<file path="config.mk">
export PLATFORM = sky130hd
export DESIGN_NAME = lvic_ctrl
export DESIGN_NICKNAME = d
export VERILOG_FILES = /design/src/lvic_pkg.sv /design/src/lvic_pick_if.sv /design/src/lvic_ctrl.sv /design/src/lvic_level_pick.sv
export SDC_FILE = /design/constraint.sdc
export NUM_CORES = 1
export LEC_CHECK = 0
export BUFFER_PORTS_ARGS = -buffer_cell sky130_fd_sc_hd__buf_2
export CAP_MARGIN = 10
export CORE_MARGIN = 5
export CORE_UTILIZATION = 52
export CTS_CLUSTER_DIAMETER = 50
export CTS_CLUSTER_SIZE = 30
export DETAILED_ROUTE_END_ITERATION = 7
export PLACE_DENSITY_LB_ADDON = 0.3
export SETUP_SLACK_MARGIN = 0.2
export SYNTH_ARGS = -nofsm -noshare
export SYNTH_HDL_FRONTEND = slang
export SYNTH_SLANG_ARGS = --single-unit
</file>
<file path="constraint.sdc">
create_clock -name CLK -period 6.08 [get_ports CLK]
set_input_delay 1.216 -clock CLK [delete_from_list [all_inputs] [get_ports CLK]]
set_output_delay 1.216 -clock CLK [all_outputs]
set_load 0.005 [all_outputs]
</file>
<file path="src/lvic_pkg.sv">
package lvic_pkg;

  // ---------------------------------------------------------------
  // structure sizes
  // ---------------------------------------------------------------
  localparam int NUM_SRC = 17;
  localparam int NUM_LVL = 8;
  localparam int LVL_RSVD = 5;
  localparam int MAX_VEC_PER_LVL = 128;

  // ---------------------------------------------------------------
  // source positions in the pending vector
  // ---------------------------------------------------------------
  localparam int SRC_BT_OVF = 0;
  localparam int SRC_T0_OVF = 1;
  localparam int SRC_T0_MC = 2;
  localparam int SRC_T1_OVF = 3;
  localparam int SRC_T1_MC = 4;
  localparam int SRC_CA = 5;
  localparam int SRC_T2_OVF = 6;
  localparam int SRC_T2_MC = 7;
  localparam int SRC_P2_0 = 8;
  localparam int SRC_P0_0 = 9;
  localparam int SRC_P0_1 = 10;
  localparam int SRC_P0_2 = 11;
  localparam int SRC_P0_3 = 12;
  localparam int SRC_P0_4 = 13;
  localparam int SRC_P0_5 = 14;
  localparam int SRC_P0_6 = 15;
  localparam int SRC_P0_7 = 16;

  // sources whose pending bit hardware clears when service starts
  localparam logic [NUM_SRC-1:0] SRC_HW_CLR = 17'h0006B;

  // ---------------------------------------------------------------
  // vector addresses
  // ---------------------------------------------------------------
  localparam logic [7:0] VEC_T0_MC = 8'hFC;
  localparam logic [7:0] VEC_T0_OVF = 8'hFA;
  localparam logic [7:0] VEC_T1_MC = 8'hF6;
  localparam logic [7:0] VEC_T1_OVF = 8'hF4;
  localparam logic [7:0] VEC_CA = 8'hEC;
  localparam logic [7:0] VEC_T2_MC = 8'hF2;
  localparam logic [7:0] VEC_T2_OVF = 8'hF0;
  localparam logic [7:0] VEC_P0_HI = 8'hE8;
  localparam logic [7:0] VEC_P0_0 = 8'hE0;
  localparam logic [7:0] VEC_P2_0 = 8'hD0;
  localparam logic [15:0] RESET_VEC_DFLT = 16'h0100;

  // ---------------------------------------------------------------
  // level priority register fields and group order codes
  // ---------------------------------------------------------------
  localparam int PRIO_ORD_HI = 7;
  localparam int PRIO_ORD_MID = 4;
  localparam int PRIO_ORD_LO = 1;
  localparam int PRIO_SUB_A = 0;
  localparam int PRIO_GRP_B = 2;
  localparam int PRIO_SUB_B = 3;
  localparam int PRIO_GRP_C = 5;
  localparam int PRIO_SUB_C = 6;
  localparam logic [2:0] ORD_BCA = 3'h1;
  localparam logic [2:0] ORD_ABC = 3'h2;
  localparam logic [2:0] ORD_BAC = 3'h3;
  localparam logic [2:0] ORD_CAB = 3'h4;
  localparam logic [2:0] ORD_CBA = 3'h5;
  localparam logic [2:0] ORD_ACB = 3'h6;

  // ---------------------------------------------------------------
  // stack frame offsets and reset values
  // ---------------------------------------------------------------
  localparam logic [15:0] SP_OFS_PCL = 16'h0001;
  localparam logic [15:0] SP_OFS_PCH = 16'h0002;
  localparam logic [15:0] SP_OFS_FLG = 16'h0003;
  localparam logic GIE_RST = 1'b0;

  // service sequencer states
  typedef enum logic [2:0] {
    LV_IDLE = 3'b000,
    LV_PUSH_L = 3'b001,
    LV_PUSH_H = 3'b010,
    LV_PUSH_F = 3'b011,
    LV_FETCH_H = 3'b100,
    LV_FETCH_L = 3'b101,
    LV_JUMP = 3'b110
  } lvic_state_e;

endpackage

</file>
<file path="src/lvic_pick_if.sv">
`timescale 1ns/10ps
// requests of one level and the winner inside it
interface lvic_pick_if #(parameter int N = 1);
  localparam int IW = (N > 1) ? $clog2(N) : 1;
  logic [N-1:0] req;
  logic any;
  logic [IW-1:0] idx;
  modport arb (input req, output any, output idx);
  modport user (output req, input any, input idx);
endinterface

</file>
<file path="src/lvic_ctrl.sv">
`timescale 1ns/10ps
module lvic_ctrl #(
  parameter logic [15:0] RESET_VECTOR = lvic_pkg::RESET_VEC_DFLT
) (
  input wire logic CLK,
  input wire logic RST,
  input wire logic [lvic_pkg::NUM_SRC-1:0] SRC_EVENT,
  input wire logic [lvic_pkg::NUM_SRC-1:0] SRC_EN,
  input wire logic [lvic_pkg::NUM_SRC-1:0] SW_CLR,
  input wire logic [lvic_pkg::NUM_LVL-1:0] LEVEL_MASK_REG,
  input wire logic [7:0] LEVEL_PRIORITY_REG,
  input wire logic GLOBAL_INT_ON_INSTR,
  input wire logic GLOBAL_INT_OFF_INSTR,
  input wire logic CPU_BOUNDARY,
  input wire logic [15:0] CPU_PC,
  input wire logic [7:0] CPU_FLAGS,
  input wire logic [15:0] CPU_SP,
  input wire logic MEM_ACK,
  input wire logic [7:0] MEM_RDATA,
  output logic [lvic_pkg::NUM_SRC-1:0] SRC_PEND,
  output logic [lvic_pkg::NUM_LVL-1:0] REQUEST_LEVEL_N,
  output logic SYSTEM_MODE_GIE,
  output logic IN_SERVICE,
  output logic [2:0] SVC_LEVEL,
  output logic [7:0] SVC_VECTOR,
  output logic MEM_REQ,
  output logic MEM_WR,
  output logic [15:0] MEM_ADDR,
  output logic [7:0] MEM_WDATA,
  output logic PC_LOAD,
  output logic [15:0] PC_VALUE,
  output logic [15:0] SP_VALUE,
  output logic RESET_REQ,
  output logic [15:0] RESET_ADDR
);
  import lvic_pkg::*;

  logic [NUM_SRC-1:0] pend_r;
  logic [NUM_SRC-1:0] pend_nxt;
  logic [NUM_SRC-1:0] act;
  logic [NUM_SRC-1:0] hw_clr;
  logic [NUM_LVL-1:0] lvl_raw;
  logic [NUM_LVL-1:0] elig;
  logic [NUM_LVL-1:0] req_r;
  logic gie_r;
  logic [3:0] win;
  logic win_valid;
  logic [2:0] win_lvl;
  logic [7:0] win_vec;
  logic [4:0] win_src;
  logic grant;
  logic bt_fire;
  lvic_state_e state_r;
  logic [15:0] pc_r;
  logic [7:0] flags_r;
  logic [15:0] sp_r;
  logic [7:0] vec_r;
  logic [2:0] lvl_r;
  logic [7:0] hi_r;
  logic in_svc_r;
  logic mem_req_r;
  logic mem_wr_r;
  logic [15:0] mem_addr_r;
  logic [7:0] mem_wdata_r;
  logic pc_load_r;
  logic [15:0] pc_value_r;
  logic [15:0] sp_value_r;
  logic reset_req_r;
  logic [15:0] reset_addr_r;

  // ---------------------------------------------------------------
  // per-level arbiters
  // ---------------------------------------------------------------
  lvic_pick_if #(.N(2)) pk0 ();
  lvic_pick_if #(.N(2)) pk1 ();
  lvic_pick_if #(.N(1)) pk2 ();
  lvic_pick_if #(.N(2)) pk3 ();
  lvic_pick_if #(.N(1)) pk4 ();
  lvic_pick_if #(.N(4)) pk6 ();
  lvic_pick_if #(.N(1)) pk7 ();

  // only pending sources that are enabled take part
  assign act = pend_r & SRC_EN;

  // timer, capture and port pin level requests (levels 0 to 4, 6)
  assign pk0.req = {act[SRC_T0_MC], act[SRC_T0_OVF]};
  assign pk1.req = {act[SRC_T1_MC], act[SRC_T1_OVF]};
  assign pk2.req = act[SRC_CA];
  assign pk4.req = act[SRC_P2_0];
  assign pk3.req = {act[SRC_T2_MC], act[SRC_T2_OVF]};
  assign pk6.req = act[SRC_P0_3:SRC_P0_0];
  // four pins merged on one vector
  assign pk7.req = |act[SRC_P0_7:SRC_P0_4];

  lvic_level_pick #(.N(2)) u_pick0 (.pk(pk0));
  lvic_level_pick #(.N(2)) u_pick1 (.pk(pk1));
  lvic_level_pick #(.N(1)) u_pick2 (.pk(pk2));
  lvic_level_pick #(.N(2)) u_pick3 (.pk(pk3));
  lvic_level_pick #(.N(1)) u_pick4 (.pk(pk4));
  lvic_level_pick #(.N(4)) u_pick6 (.pk(pk6));
  lvic_level_pick #(.N(1)) u_pick7 (.pk(pk7));

  // ---------------------------------------------------------------
  // level requests and eligibility
  // ---------------------------------------------------------------
  // level five has no source
  assign lvl_raw = {pk7.any, pk6.any, 1'b0, pk4.any, pk3.any, pk2.any, pk1.any, pk0.any};
  // gate by mask and global enable
  assign elig = lvl_raw & LEVEL_MASK_REG & {NUM_LVL{gie_r}};

  // first valid of two encoded candidates
  function automatic logic [3:0] first2(input logic [3:0] a, input logic [3:0] b);
    first2 = a[3] ? a : b;
  endfunction

  // candidate code for one level
  function automatic logic [3:0] cand(input logic [7:0] e, input int l);
    cand = {e[l], 3'(l)};
  endfunction

  // level selection from groups and subgroups
  function automatic logic [3:0] pick_level(input logic [7:0] e, input logic [7:0] p);
    logic [3:0] wa;
    logic [3:0] wb;
    logic [3:0] wc;
    logic [3:0] sb;
    logic [3:0] sc;
    logic [2:0] ord;
    wa = p[PRIO_SUB_A] ? first2(cand(e, 1), cand(e, 0)) : first2(cand(e, 0), cand(e, 1));
    sb = p[PRIO_SUB_B] ? first2(cand(e, 4), cand(e, 3)) : first2(cand(e, 3), cand(e, 4));
    wb = p[PRIO_GRP_B] ? first2(sb, cand(e, 2)) : first2(cand(e, 2), sb);
    sc = p[PRIO_SUB_C] ? first2(cand(e, 7), cand(e, 6)) : first2(cand(e, 6), cand(e, 7));
    wc = p[PRIO_GRP_C] ? first2(sc, cand(e, 5)) : first2(cand(e, 5), sc);
    ord = {p[PRIO_ORD_HI], p[PRIO_ORD_MID], p[PRIO_ORD_LO]};
    case (ord)
      ORD_BCA: pick_level = first2(wb, first2(wc, wa));
      ORD_BAC: pick_level = first2(wb, first2(wa, wc));
      ORD_CAB: pick_level = first2(wc, first2(wa, wb));
      ORD_CBA: pick_level = first2(wc, first2(wb, wa));
      ORD_ACB: pick_level = first2(wa, first2(wc, wb));
      default: pick_level = first2(wa, first2(wb, wc));
    endcase
  endfunction

  assign win = pick_level(elig, LEVEL_PRIORITY_REG);
  assign win_valid = win[3];
  assign win_lvl = win[2:0];

  // ---------------------------------------------------------------
  // winning vector and source
  // ---------------------------------------------------------------
  // in-level winner maps to its vector
  always_comb begin
    win_vec = VEC_T0_OVF;
    win_src = 5'(SRC_T0_OVF);
    case (win_lvl)
      3'h0: begin
        win_vec = pk0.idx[0] ? VEC_T0_MC : VEC_T0_OVF;
        win_src = pk0.idx[0] ? 5'(SRC_T0_MC) : 5'(SRC_T0_OVF);
      end
      3'h1: begin
        win_vec = pk1.idx[0] ? VEC_T1_MC : VEC_T1_OVF;
        win_src = pk1.idx[0] ? 5'(SRC_T1_MC) : 5'(SRC_T1_OVF);
      end
      3'h2: begin
        win_vec = VEC_CA;
        win_src = 5'(SRC_CA);
      end
      3'h3: begin
        win_vec = pk3.idx[0] ? VEC_T2_MC : VEC_T2_OVF;
        win_src = pk3.idx[0] ? 5'(SRC_T2_MC) : 5'(SRC_T2_OVF);
      end
      3'h4: begin
        win_vec = VEC_P2_0;
        win_src = 5'(SRC_P2_0);
      end
      3'h6: begin
        win_vec = VEC_P0_0 + {5'h00, pk6.idx, 1'b0};
        win_src = 5'(SRC_P0_0) + {3'h0, pk6.idx};
      end
      3'h7: begin
        win_vec = VEC_P0_HI;
        win_src = 5'(SRC_P0_4);
      end
      default: begin
        win_vec = VEC_T0_OVF;
        win_src = 5'(SRC_T0_OVF);
      end
    endcase
  end

  // grant only between instructions while idle
  assign grant = (state_r == LV_IDLE) && CPU_BOUNDARY && win_valid;
  assign bt_fire = act[SRC_BT_OVF];

  // ---------------------------------------------------------------
  // pending bits
  // ---------------------------------------------------------------
  // hardware clear for served overflow and capture sources
  always_comb begin
    hw_clr = '0;
    if (grant) begin
      hw_clr = ({{(NUM_SRC-1){1'b0}}, 1'b1} << win_src) & SRC_HW_CLR;
    end
    if (bt_fire) begin
      hw_clr[SRC_BT_OVF] = 1'b1;
    end
  end

  // a new event wins over any clear in the same cycle
  assign pend_nxt = (pend_r & ~(SW_CLR | hw_clr)) | SRC_EVENT;

  // pending and request flags
  always_ff @(posedge CLK or posedge RST) begin
    if (RST) begin
      pend_r <= '0;
      req_r <= '0;
    end else begin
      pend_r <= pend_nxt;
      req_r <= lvl_raw;
    end
  end

  // ---------------------------------------------------------------
  // global enable
  // ---------------------------------------------------------------
  // off from reset until the on instruction
  always_ff @(posedge CLK or posedge RST) begin
    if (RST) begin
      gie_r <= GIE_RST;
    end else if (grant) begin
      gie_r <= 1'b0;
    end else if (GLOBAL_INT_OFF_INSTR) begin
      gie_r <= 1'b0;
    end else if (GLOBAL_INT_ON_INSTR) begin
      gie_r <= 1'b1;
    end
  end

  // ---------------------------------------------------------------
  // basic timer reset request
  // ---------------------------------------------------------------
  // overflow requests restart at the reset vector
  always_ff @(posedge CLK or posedge RST) begin
    if (RST) begin
      reset_req_r <= 1'b0;
      reset_addr_r <= RESET_VEC_DFLT;
    end else begin
      reset_req_r <= bt_fire;
      reset_addr_r <= RESET_VECTOR;
    end
  end

  // ---------------------------------------------------------------
  // service sequencer
  // ---------------------------------------------------------------
  // push pc low, pc high, flags; fetch two vector bytes
  always_ff @(posedge CLK or posedge RST) begin
    if (RST) begin
      state_r <= LV_IDLE;
      pc_r <= 16'h0000;
      flags_r <= 8'h00;
      sp_r <= 16'h0000;
      vec_r <= 8'h00;
      lvl_r <= 3'h0;
      hi_r <= 8'h00;
      in_svc_r <= 1'b0;
      mem_req_r <= 1'b0;
      mem_wr_r <= 1'b0;
      mem_addr_r <= 16'h0000;
      mem_wdata_r <= 8'h00;
      pc_load_r <= 1'b0;
      pc_value_r <= 16'h0000;
      sp_value_r <= 16'h0000;
    end else begin
      pc_load_r <= 1'b0;
      case (state_r)
        LV_IDLE: begin
          if (grant) begin
            pc_r <= CPU_PC;
            flags_r <= CPU_FLAGS;
            sp_r <= CPU_SP;
            vec_r <= win_vec;
            lvl_r <= win_lvl;
            in_svc_r <= 1'b1;
            mem_req_r <= 1'b1;
            mem_wr_r <= 1'b1;
            mem_addr_r <= CPU_SP - SP_OFS_PCL;
            mem_wdata_r <= CPU_PC[7:0];
            state_r <= LV_PUSH_L;
          end
        end
        LV_PUSH_L: begin
          if (MEM_ACK) begin
            mem_addr_r <= sp_r - SP_OFS_PCH;
            mem_wdata_r <= pc_r[15:8];
            state_r <= LV_PUSH_H;
          end
        end
        LV_PUSH_H: begin
          if (MEM_ACK) begin
            mem_addr_r <= sp_r - SP_OFS_FLG;
            mem_wdata_r <= flags_r;
            state_r <= LV_PUSH_F;
          end
        end
        LV_PUSH_F: begin
          if (MEM_ACK) begin
            mem_wr_r <= 1'b0;
            mem_addr_r <= {8'h00, vec_r};
            state_r <= LV_FETCH_H;
          end
        end
        LV_FETCH_H: begin
          if (MEM_ACK) begin
            hi_r <= MEM_RDATA;
            mem_addr_r <= {8'h00, vec_r + 8'h01};
            state_r <= LV_FETCH_L;
          end
        end
        LV_FETCH_L: begin
          if (MEM_ACK) begin
            mem_req_r <= 1'b0;
            pc_value_r <= {hi_r, MEM_RDATA};
            sp_value_r <= sp_r - SP_OFS_FLG;
            pc_load_r <= 1'b1;
            state_r <= LV_JUMP;
          end
        end
        LV_JUMP: begin
          in_svc_r <= 1'b0;
          state_r <= LV_IDLE;
        end
        default: begin
          state_r <= LV_IDLE;
        end
      endcase
    end
  end

  // ---------------------------------------------------------------
  // outputs
  // ---------------------------------------------------------------
  assign SRC_PEND = pend_r;
  assign REQUEST_LEVEL_N = req_r;
  assign SYSTEM_MODE_GIE = gie_r;
  assign IN_SERVICE = in_svc_r;
  assign SVC_LEVEL = lvl_r;
  assign SVC_VECTOR = vec_r;
  assign MEM_REQ = mem_req_r;
  assign MEM_WR = mem_wr_r;
  assign MEM_ADDR = mem_addr_r;
  assign MEM_WDATA = mem_wdata_r;
  assign PC_LOAD = pc_load_r;
  assign PC_VALUE = pc_value_r;
  assign SP_VALUE = sp_value_r;
  assign RESET_REQ = reset_req_r;
  assign RESET_ADDR = reset_addr_r;
endmodule

</file>
<file path="src/lvic_level_pick.sv">
`timescale 1ns/10ps
// fixed in-level arbiter: position 0 is priority 0, the highest
module lvic_level_pick #(
  parameter int N = 1
) (
  lvic_pick_if.arb pk
);
  import lvic_pkg::*;

  localparam int IW = (N > 1) ? $clog2(N) : 1;

  // ---------------------------------------------------------------
  // elaboration check
  // ---------------------------------------------------------------
  if (N < 1 || N > MAX_VEC_PER_LVL) begin : g_bad_n
    $error("lvic_level_pick: vector count out of range");
  end

  // ---------------------------------------------------------------
  // priority search
  // ---------------------------------------------------------------
  // zero wins first
  always_comb begin
    pk.any = 1'b0;
    pk.idx = '0;
    for (int i = N - 1; i >= 0; i--) begin
      if (pk.req[i]) begin
        pk.any = 1'b1;
        pk.idx = IW'(i);
      end
    end
  end

endmodule

</file>
After elaboration in Yosys (flattened, before gate mapping):

Index checks and enable logic that the tools add are counted.

* flip-flop bits (word level): 148
* output and inout bits: 114
* word-level logic and storage cells: 161

* $add $sub $neg: 6
* eq/ne operators: 23
* shift-type cells: 1
* muxes and demuxes: 85
* bitwise logic cells: 7
* reductions and logical operators: 20

Operator list (count)
* 2-to-1 mux 4 bit: 27
* 2-to-1 mux 16 bit: 5
* one-hot mux 16 bit (5 select lines): 1
* one-hot mux 8 bit (7 select lines): 1
* one-hot mux 5 bit (7 select lines): 1
* AND 17 bit: 2
* bitwise OR 17 bit: 2
* subtractor 16 x 2 -> 16 bit (second input constant): 2
* equality test 3 bit (second input constant): 9
* 2-to-1 mux 1 bit: 25
* 2-to-1 mux 3 bit: 8
* 2-to-1 mux 8 bit: 3
* one-hot mux 8 bit (3 select lines): 1
* one-hot mux 4 bit (5 select lines): 1
* one-hot mux 3 bit (6 select lines): 1
* inverter 17 bit: 1
* AND 8 bit: 2
* subtractor 16 x 1 -> 16 bit (second input constant): 1
* equality test 3 x 2 -> 1 bit (second input constant): 5
* 2-to-1 mux 2 bit: 7
* != test 2 bit (second input constant): 6
* AND reduction 6 bit: 2
* equality test 3 x 1 -> 1 bit (second input constant): 3
* adder 8 x 1 -> 8 bit (second input constant): 1
* other kinds (14): 25

Longest topological paths before layout:

Gate-level depths: netlist of the first run.

* word-level depth: 23
* depth in mapped cells: 12
* depth with buffers taken out: 10

Cells and area by module:

Synthesis of the first run repeated with hierarchy kept, for this count alone.

* cell total of the unflattened synthesis: 860
* area total of the unflattened synthesis: 7442.1 µm²

Modules (own cells, without submodules)
* lvic_ctrl: times used 1, cells an instance 838, area an instance 7305.8 µm², sequential area each 3453.3 µm²
* lvic_level_pick at u_pick2 ...: times used 3, cells an instance 3, area an instance 18.8 µm², sequential area each 0.0 µm²
* lvic_level_pick at u_pick0 ...: times used 3, cells an instance 2, area an instance 15.0 µm², sequential area each 0.0 µm²
* lvic_level_pick at u_pick6: times used 1, cells an instance 7, area an instance 35.0 µm², sequential area each 0.0 µm²

Worst setup path before layout of the first run:

OpenSTA, ideal clock, no wires.

* path kind: input to register
* from: input SRC_EN[12] (netlist name)
* to: register pend_r[6] (netlist: SRC_PEND[6])
* arrival time: 3.227 ns
* data required time: 5.954 ns
* setup slack: 2.727 ns
* stages on the path: 10
* buffers on the path: 2
* cells stage by stage: a22oi_1 a21o_1 buf_2 nand2_1 o311ai_2 and2_4 buf_6 nand2_1 or3_1 o32a_1

* word-level cells in the longest chain between the ends: 22

Ends and longest elaborated chain
* start, declared: line lvic_ctrl.sv:8 `input wire logic [lvic_pkg::NUM_SRC-1:0] SRC_EN,`
* AND 17 bit (*): line lvic_ctrl.sv:83 `assign act = pend_r & SRC_EN;`
* 2-to-1 mux 1 bit (4 in series): line lvic_level_pick.sv:27 `if (pk.req[i]) begin`
* AND 8 bit (2 in series): line lvic_ctrl.sv:109 `assign elig = lvl_raw & LEVEL_MASK_REG & {NUM_LVL{gie_r}};`
* 2-to-1 mux 4 bit: line lvic_ctrl.sv:113 `first2 = a[3] ? a : b;`
* 2-to-1 mux 4 bit: line lvic_ctrl.sv:132 `sc = p[PRIO_SUB_C] ? first2(cand(e, 7), cand(e, 6)) : first2(cand(e, 6), cand(e, 7));`
* 2-to-1 mux 4 bit: line lvic_ctrl.sv:113
* 2-to-1 mux 4 bit: line lvic_ctrl.sv:133 `wc = p[PRIO_GRP_C] ? first2(sc, cand(e, 5)) : first2(cand(e, 5), sc);`
* 2-to-1 mux 4 bit (2 in series): line lvic_ctrl.sv:113
* (+2 left out)
* one-hot mux 5 bit (7 select lines): line lvic_ctrl.sv:156 `case (win_lvl)`
* left shift 1 x 5 -> 7 bit: line lvic_ctrl.sv:203 `hw_clr = ({{(NUM_SRC-1){1'b0}}, 1'b1} << win_src) & SRC_HW_CLR;`
* 2-to-1 mux 7 bit (*): line lvic_ctrl.sv:202 `if (grant) begin`
* bitwise OR 17 bit (*): line lvic_ctrl.sv:211 `assign pend_nxt = (pend_r & ~(SW_CLR | hw_clr)) | SRC_EVENT;`
* inverter 17 bit (*): line lvic_ctrl.sv:211
* AND 17 bit (*): line lvic_ctrl.sv:211
* bitwise OR 17 bit (*): line lvic_ctrl.sv:211
* via pend_nxt[6]: line lvic_ctrl.sv:39 `logic [NUM_SRC-1:0] pend_nxt;`
* end signal, assigned: line lvic_ctrl.sv:219 `pend_r <= pend_nxt;`
* end, declared: line lvic_ctrl.sv:38 `logic [NUM_SRC-1:0] pend_r;`

Mark *: on every way through the listed nets, which the timed path passes. The rest lies on a longest branch.
A chain may end at the register's enable or synchronous reset.

Final worst setup path of the first run:

* from: input SRC_EN[12] (netlist name)
* to: register mem_addr_r[6] (netlist: MEM_ADDR[6])

* word-level cells in the longest chain between the ends: 17

Ends and longest elaborated chain
* AND 17 bit (*): line lvic_ctrl.sv:83
* 2-to-1 mux 1 bit (*) (4 in series): line lvic_level_pick.sv:27
* AND 8 bit (*) (2 in series): line lvic_ctrl.sv:109
* 2-to-1 mux 4 bit: line lvic_ctrl.sv:113
* 2-to-1 mux 4 bit (*): line lvic_ctrl.sv:132
* 2-to-1 mux 4 bit: line lvic_ctrl.sv:113
* 2-to-1 mux 4 bit (*): line lvic_ctrl.sv:133
* 2-to-1 mux 4 bit (2 in series): line lvic_ctrl.sv:113
* one-hot mux 4 bit (5 select lines) (*): line lvic_ctrl.sv:135 `case (ord)`
* logical AND 1 bit (*): line lvic_ctrl.sv:193 `assign grant = (state_r == LV_IDLE) && CPU_BOUNDARY && win_valid;`
* != test 2 bit (no source line) (*)
* AND reduction 6 bit (no source line) (*)
* end signal, assigned: line lvic_ctrl.sv:288 `mem_addr_r <= CPU_SP - SP_OFS_PCL;`
* end signal, assigned: line lvic_ctrl.sv:295 `mem_addr_r <= sp_r - SP_OFS_PCH;`
* end signal, assigned: line lvic_ctrl.sv:302 `mem_addr_r <= sp_r - SP_OFS_FLG;`
* end, declared: line lvic_ctrl.sv:63 `logic [15:0] mem_addr_r;`

Every way passes the cells marked *; elsewhere a longest branch is shown, timed or not.

==> reports/metrics.cfg, run 1 <==
[final_layout]
diodes = 0
mostFrequentLayoutCells = 240 x nand2_1, 215 x buf_2, 138 x dfrtp_1, 61 x o21ai_0, 38 x a21oi_1
design_area_um2 = 9284
drive_above_1_share_pct = 27.11
final_util_pct = 64.61
final_cells = 1261
syn_to_final_growth_pct = 23.69
fin_nets = 1190
final_common_cell = nand2_1

[power]
p_sw_mw = 1.708
combPwrFrac_pct = 37.3
internal-power_mw = 2.738
finalPower_mw = 4.446
power.density_nw_per_um2 = 478.9
swShare_pct = 38.41
ir_drop_mv = 0.2414
seqPwrFrac_pct = 35.6
p_clk_share_pct = 27.1
leakage_nw = 4.611

[detailed_routing]
wirelength_mm = 20.78
wl_per_cell_um = 16.48
num_vias = 7040
drc_errors = 0
ant_nets = 0
via_per_inst = 5.583
dr.first_iter.drc_count = 564
firstDrtPassIters = 5

[synthesis]
synth.area.mux_share_pct = 1.534
syn_area_um2 = 7506
synthAdderAreaFrac_pct = 0.8335
synth_top_family_by_area = simple AND/OR/NAND/NOR gates
ys_ff_latch = 138
ys_seq_area_share_pct = 46.01
ys_types = 84
synth_xor_area_share_pct = 3.501
synth_edf_count = 0
synthCells = 871
synthFlopType = dfrtp_1
synth_compound_area_share_pct = 20.64
yosysWarnings = 0
netlist_top_cells_area = dfrtp_1 46%, nand2_1 12%, o21ai_0 4.1%, a21oi_1 2.6%, xnor2_1 2.1%
synth.top_cell.area_share_pct = 46.01
synth_top_area_cell = dfrtp_1
synthArstFlopShare_pct = 100.0
synthSimpleGateAreaFrac_pct = 21.62
syn_area_per_cell_um2 = 8.618

[clocking]
cts-buffers-inserted = 17
cts_tree = built
post-cts-setup-buffers = 0
cts_buffer_depth = 2
insertion_delay_ns = 0.43
cts_root_buf = clkbuf_16
clk_pin_slew_ns = 0.06
cts_hold_buf = 0
clock-sinks = 138
htree_num_levels = 4
cts_resized = 0

[critical_path]
required_ns = 6.35
path_buf_inv = 2
r2r_slack_ns = 2.67
path_delay_family = compound AO/OA/AOI/OAI gates
cp_slowest_cell = nor3_1
worstSetupPathType = in2reg
crit_path_frequent_cell = a21oi_1
path_cells = buf_2 -> a22oi_1 -> a21oi_1 -> nor3_1 -> a21oi_4 -> buf_4 -> a21oi_1 -> a21o_1 -> o21ai_0
critPathLaunchType = primary input
critPathMaxStageDelay_ns = 0.58
cp_max_fo = 49
endpoint_kind = flip-flop
arrival_ns = 3.95

[placed_design]
gp_congestion = 0.9003
place_ws_ns = 1.954
placed_cell_area_um2 = 8598
portBuffers = 215
place_inst = 1229
dpl.hpwl_mm = 15.11

[timing]
hold_slack_ns = 0.4639
drv_slew = 0
worst_pin_slew_ns = 0.8695
fin_crit_ns = 3.684
setup_viol = 0
skew_ns = 0.008284
period_share_pct = 60.60
hold_viol_final = 0
fmax_ghz = 0.2714
grt_setup_unrepaired = false
layout_setup_ws_ns = 2.396
tns_ns = 0
maxSlewHeadroom_pct = 41.21

[global_routing]
grt_overflow = 0
antenna_found_initial = 1
grt_pass1_vias = 6453
grt_pass1_wl_mm = 32.37
grt_use_total_pct = 24.22
grt_max_degree = 95

[die]
die_area_um2 = 16940
die_w_um = 130.1
initial_core_util_pct = 52.24
coreArea_um2 = 14370
fp.dieH_um = 130.1
io_pins = 235
rows = 44

[status]
status = finished, final reports clean

[run]
maxCapViolations = 0

[worst_hold_path]
worstHoldPathType = reg2reg

[routing by layer]
metal  wire length [um]  track usage (%)
met5                 13                0
met4                461            8.374
met3               1577            5.158
met2              10110            40.01
met1               8619            31.70
[registers in the layout (all words and copies together) (netlist names)]
signal,flops
SP_VALUE,16
MEM_WR,1
MEM_WDATA,8
flags_r,8
hi_r,8
SYSTEM_MODE_GIE,1
IN_SERVICE,1
state_r,3
PC_LOAD,1
PC_VALUE,16
MEM_REQ,1
pc_r,8
REQUEST_LEVEL_N,7
SRC_PEND,17
sp_r,16
RESET_REQ,1
MEM_ADDR,16
SVC_LEVEL,3
SVC_VECTOR,6
[power by group through the flow]
stage / Clock, mW / Combinational [mW] / Sequential, mW
2_1_floorplan: 0 / 1.16 / 1.49
3_3_place_gp: 0 / 1.62 / 1.57
3_5_place_dp: 0 / 1.65 / 1.59
4_1_cts: 1.22 / 1.66 / 1.58
5_1_grt: 1.26 / 1.87 / 1.63
6_report: 1.20 / 1.66 / 1.58
[worst min-delay path: stages, from the launching register on]
cell and delay, ns:
dfrtp_1 0.34, nand2_1 0.05, nand2_1 0.05
[logic make-up (layout without fill, tap and decap cells)]
kind of cell             Yosys count  after routing
other                              2             18
adder cells (fa/ha/maj)            5              5
AND/OR/NAND/NOR                  368            368
AO/OA/AOI/OAI                    227            227
multiplexers                      10             10
XOR/XNOR                          30             30
flip-flops                       138            138
buffers and inverters             91            281
[cell type report]
class / count / area, um^2
Inverter: 30 / 117.6
Clock buffer: 17 / 425.4
Sequential cell: 138 / 3453
Timing Repair Buffer: 219 / 1106
Clock inverter: 15 / 260.3
Fill cell: 1297 / 5085
Multi-Input combinational cell: 658 / 3691
Tap cell: 184 / 230.2
[final timing paths]
kind	from	to	depth (start not counted)
max reg2reg	state_r[2]	MEM_ADDR[6]	7
max	SRC_EN[12]	MEM_ADDR[6]	9
max in group asynchronous	RST	SP_VALUE[7]	3
min in group asynchronous	RST	SRC_PEND[15]	2
min reg2reg	hi_r[0]	PC_VALUE[8]	2
min	hi_r[0]	PC_VALUE[8]	2
[cells in the mapped netlist, types with 4 or more instances]
cell / instances
nand2_1: 240
o21ai_1: 4
xnor2_1: 18
a22oi_1: 13
a21oi_1: 39
nor2_1: 37
buf_4: 19
o211ai_1: 5
o21ai_0: 61
a21o_1: 18
nor2b_1: 6
dfrtp_1: 138
nand4_1: 5
mux2_2: 8
inv_1: 29
or2_2: 6
buf_2: 4
o22ai_1: 22
buf_1: 4
nor4_1: 4
xor2_1: 12
clkbuf_1: 32
nor3_1: 19
nand2b_1: 10
ha_1: 5
nand3_1: 10
and2_1: 6
a31oi_1: 7
No activity file was read; power rests on OpenSTA's default activity.
==> run 2, diff against run 1 <==
--- a/config.mk
+++ b/config.mk
@@ -5,6 +5,7 @@
 export SDC_FILE = /design/constraint.sdc
 export NUM_CORES = 1
 export LEC_CHECK = 0
+export ABC_AREA = 1
 export BUFFER_PORTS_ARGS = -buffer_cell sky130_fd_sc_hd__buf_2
 export CAP_MARGIN = 10
 export CORE_MARGIN = 5
==> constraint.sdc (replaced) <==
create_clock -name CLK -period 3.7 [get_ports CLK]
set_input_delay 0.74 -clock CLK [delete_from_list [all_inputs] [get_ports CLK]]
set_output_delay 0.74 -clock CLK [all_outputs]
set_load 0.005 [all_outputs]
==> run 2 against run 1 <==
Net effect:
- power is 62% higher
- combinational power is 75% higher
- via count is 0.65% lower
- register-to-register slack worse by 1.6 ns
- wire length is 2.4% lower
- clock skew is 0.0014 ns lower
- first-iteration DRC count is 22% lower
- flip-flop and latch count stayed put
- hold slack better by 0.00098 ns
- critical path type is now reg2reg
==> reports/metrics.cfg, run 2 <==
[detailed_routing]
drc_errors = 0
dr.first_iter.drc_count = 442
wl_met3_mm = 1.799
wl_met2_mm = 9.473
ant_nets = 0
wl_per_cell_um = 14.83
via_per_inst = 5.113
wirelength_mm = 20.29
num_vias = 6994
m1WireLength_mm = 8.627
firstDrtPassIters = 6
top_layer = met5

[worst_hold_path]
hold_end = PC_VALUE[8]
min-delay-start = hi_r[0]
worstHoldPathType = reg2reg
worstHoldPathCells = 2

[critical_path]
crit_path_frequent_cell = inv_1
reg2reg_depth = 9
cp_max_fo = 30
critPathLaunchType = flip-flop
required_ns = 4.00
path_delay_family = simple AND/OR/NAND/NOR gates
worstSetupPathType = reg2reg
path_buf_inv = 3
r2r_start = state_r[1]
rr_endpoint = MEM_ADDR[3]
endpoint_kind = flip-flop
critPathMaxStageDelay_ns = 0.41
r2r_slack_ns = 1.08
cp_slowest_cell = dfrtp_1
arrival_ns = 2.92
path_cells = nor2_1 -> inv_1 -> nor2_4 -> nor2_2 -> nand2_2 -> inv_1 -> o21ai_2 -> buf_4 -> mux2_2

[synthesis]
ys_ff_latch = 138
synthTopCellsByCount = 256 x nand2_1, 138 x dfrtp_1, 124 x inv_1
ys_seq_area_share_pct = 46.29
yosysWarnings = 0
synth_top_area_cell = dfrtp_1
synthArstFlopShare_pct = 100.0
yosysMostFrequentCell = nand2_1
synthCells = 960
synth_edf_count = 0
syn_area_um2 = 7461
syn_area_per_cell_um2 = 7.772
ys_types = 56
synth.top_cell.area_share_pct = 46.29
synthFlopType = dfrtp_1
netlist_top_cells_area = dfrtp_1 46%, nand2_1 13%, inv_1 6.2%, o21ai_0 6.0%, nor2_1 4.1%

[power]
power.density_nw_per_um2 = 776.0
leakage_nw = 5.009
finalPower_mw = 7.216
ir_drop_mv = 0.3868

[timing]
fmax_ghz = 0.3811
tns_ns = 0
worst_pin_slew_ns = 0.8972
period_share_pct = 70.92
grt_setup_unrepaired = false
fin_crit_ns = 2.624
drv_slew = 0
setup_viol = 0
maxSlewHeadroom_pct = 40.06
hold_viol_final = 0
skew_ns = 0.006923

[clocking]
clk_pin_slew_ns = 0.06
cts_tree = built
cts_resized = 0
clock-sinks = 138
cts_buffer_depth = 2
cts-buffers-inserted = 17
insertion_delay_ns = 0.42
cts_root_buf = clkbuf_16
cts_hold_buf = 0
htree_num_levels = 4
post-cts-setup-buffers = 0

[final_layout]
drive_above_1_share_pct = 25.17
multiInputGateArea_um2 = 3309
fillers = 1237
mostFrequentLayoutCells = 256 x nand2_1, 215 x buf_2, 138 x dfrtp_1, 123 x inv_1, 89 x o21ai_0
largest_register_ffs = 17
diodes = 0
fin_nets = 1301
final_common_cell = nand2_1
syn_to_final_growth_pct = 24.64
regArea_um2 = 3453

[die]
rows = 43
initial_core_util_pct = 53.34
die_area_um2 = 16840
io_pins = 235
fp.dieH_um = 129.8
coreArea_um2 = 13990
die_w_um = 129.8

[global_routing]
grt_pass1_wl_mm = 32.98
grt_overflow = 0
grt_pass1_vias = 6827
grt_use_total_pct = 24.66
grt_max_degree = 53
antenna_found_initial = 1

[placed_design]
gp_congestion = 0.9471
portBuffers = 215
dpl.hpwl_mm = 15.45

[run]
maxCapViolations = 0

[status]
status = finished, final reports clean

==> run 2: changes by cell type in the layout (fill, tap and decap cells not counted), sizes merged, moves of 10 or more <==
cell and change:
nor2 +53, o21bai +12, a22oi -15, inv +98, o21ai +28, nand2 +24, xnor2 -16, a21o -17
o22ai -20, nand3 +33, nand2b -10, nor3 -12
==> run 2: where the power goes <==
| part | internal, mW | switching (mW) |
|---|---|---|
| Sequential | 2.11 | 0.396 |
| Clock | 1.16 | 0.643 |
| Combinational | 1.10 | 1.80 |
==> run 2: area by class of cell <==
type | count | share of cell area, %
clock buffer | 21 | 4.952
clock inverter | 11 | 1.816
inverter | 137 | 5.597
multi-input combinational | 658 | 35.59
sequential | 138 | 37.14
tap | 180 | 2.422
timing repair buffer | 223 | 12.49
==> run 2: metrics by stage <==
step	util (%)	hold WS [ns]	setup slack (ns)	area [um^2]	std cells
floorplan	-	0.4422	1.239	7525	976
global placement	61.98	0.4467	0.8658	8670	1336
detailed placement	61.98	0.4522	0.8157	8670	1336
CTS	66.48	0.4670	1.105	9299	1368
global route	66.48	0.4821	0.8633	9299	1368
finish	66.48	0.4649	1.076	9299	1368
==> run 2: cell families after synthesis <==
group	Yosys count	share of synthesized area, %
DFF	138	46.29
AOI/OAI and AO/OA	182	14.41
other	2	0.1007
adders and majority gates	5	0.8385
xor gates and xnor gates	17	1.996
and+or+nand+nor	427	24.80
muxes	9	1.358
buffers and inverters	180	10.21
==> run 2: worst register-to-register path: cells and delay by family, from the launching register on <==
family / cells / cell delay, ns
buf+inv: 3 / 0.69
compound gates: 1 / 0.17
flops: 1 / 0.41
mux: 1 / 0.39
simple gates: 4 / 0.85
==> run 2: worst max-delay path by stage <==
stage                    start            to  slack [ns]  cells past startpoint
finish              state_r[1]   MEM_ADDR[3]        1.08                      9
global route        state_r[0]   MEM_ADDR[3]        0.86                     10
CTS                 state_r[1]   MEM_ADDR[3]        1.10                      9
detailed placement  SRC_EN[12]  MEM_WDATA[3]        0.82                     14
global placement    SRC_EN[12]  MEM_WDATA[5]        0.87                     14
floorplan                  RST    IN_SERVICE        1.24                      1
==> run 2: metal layers <==
| metal | GRT usage (%) | vias to the layer above |
|---|---|---|
| li1 | - | 3489 |
| met1 | 32.57 | 3190 |
| met2 | 39.82 | 275 |
| met3 | 6.345 | 38 |
| met4 | 8.313 | 2 |
| met5 | 0 | - |
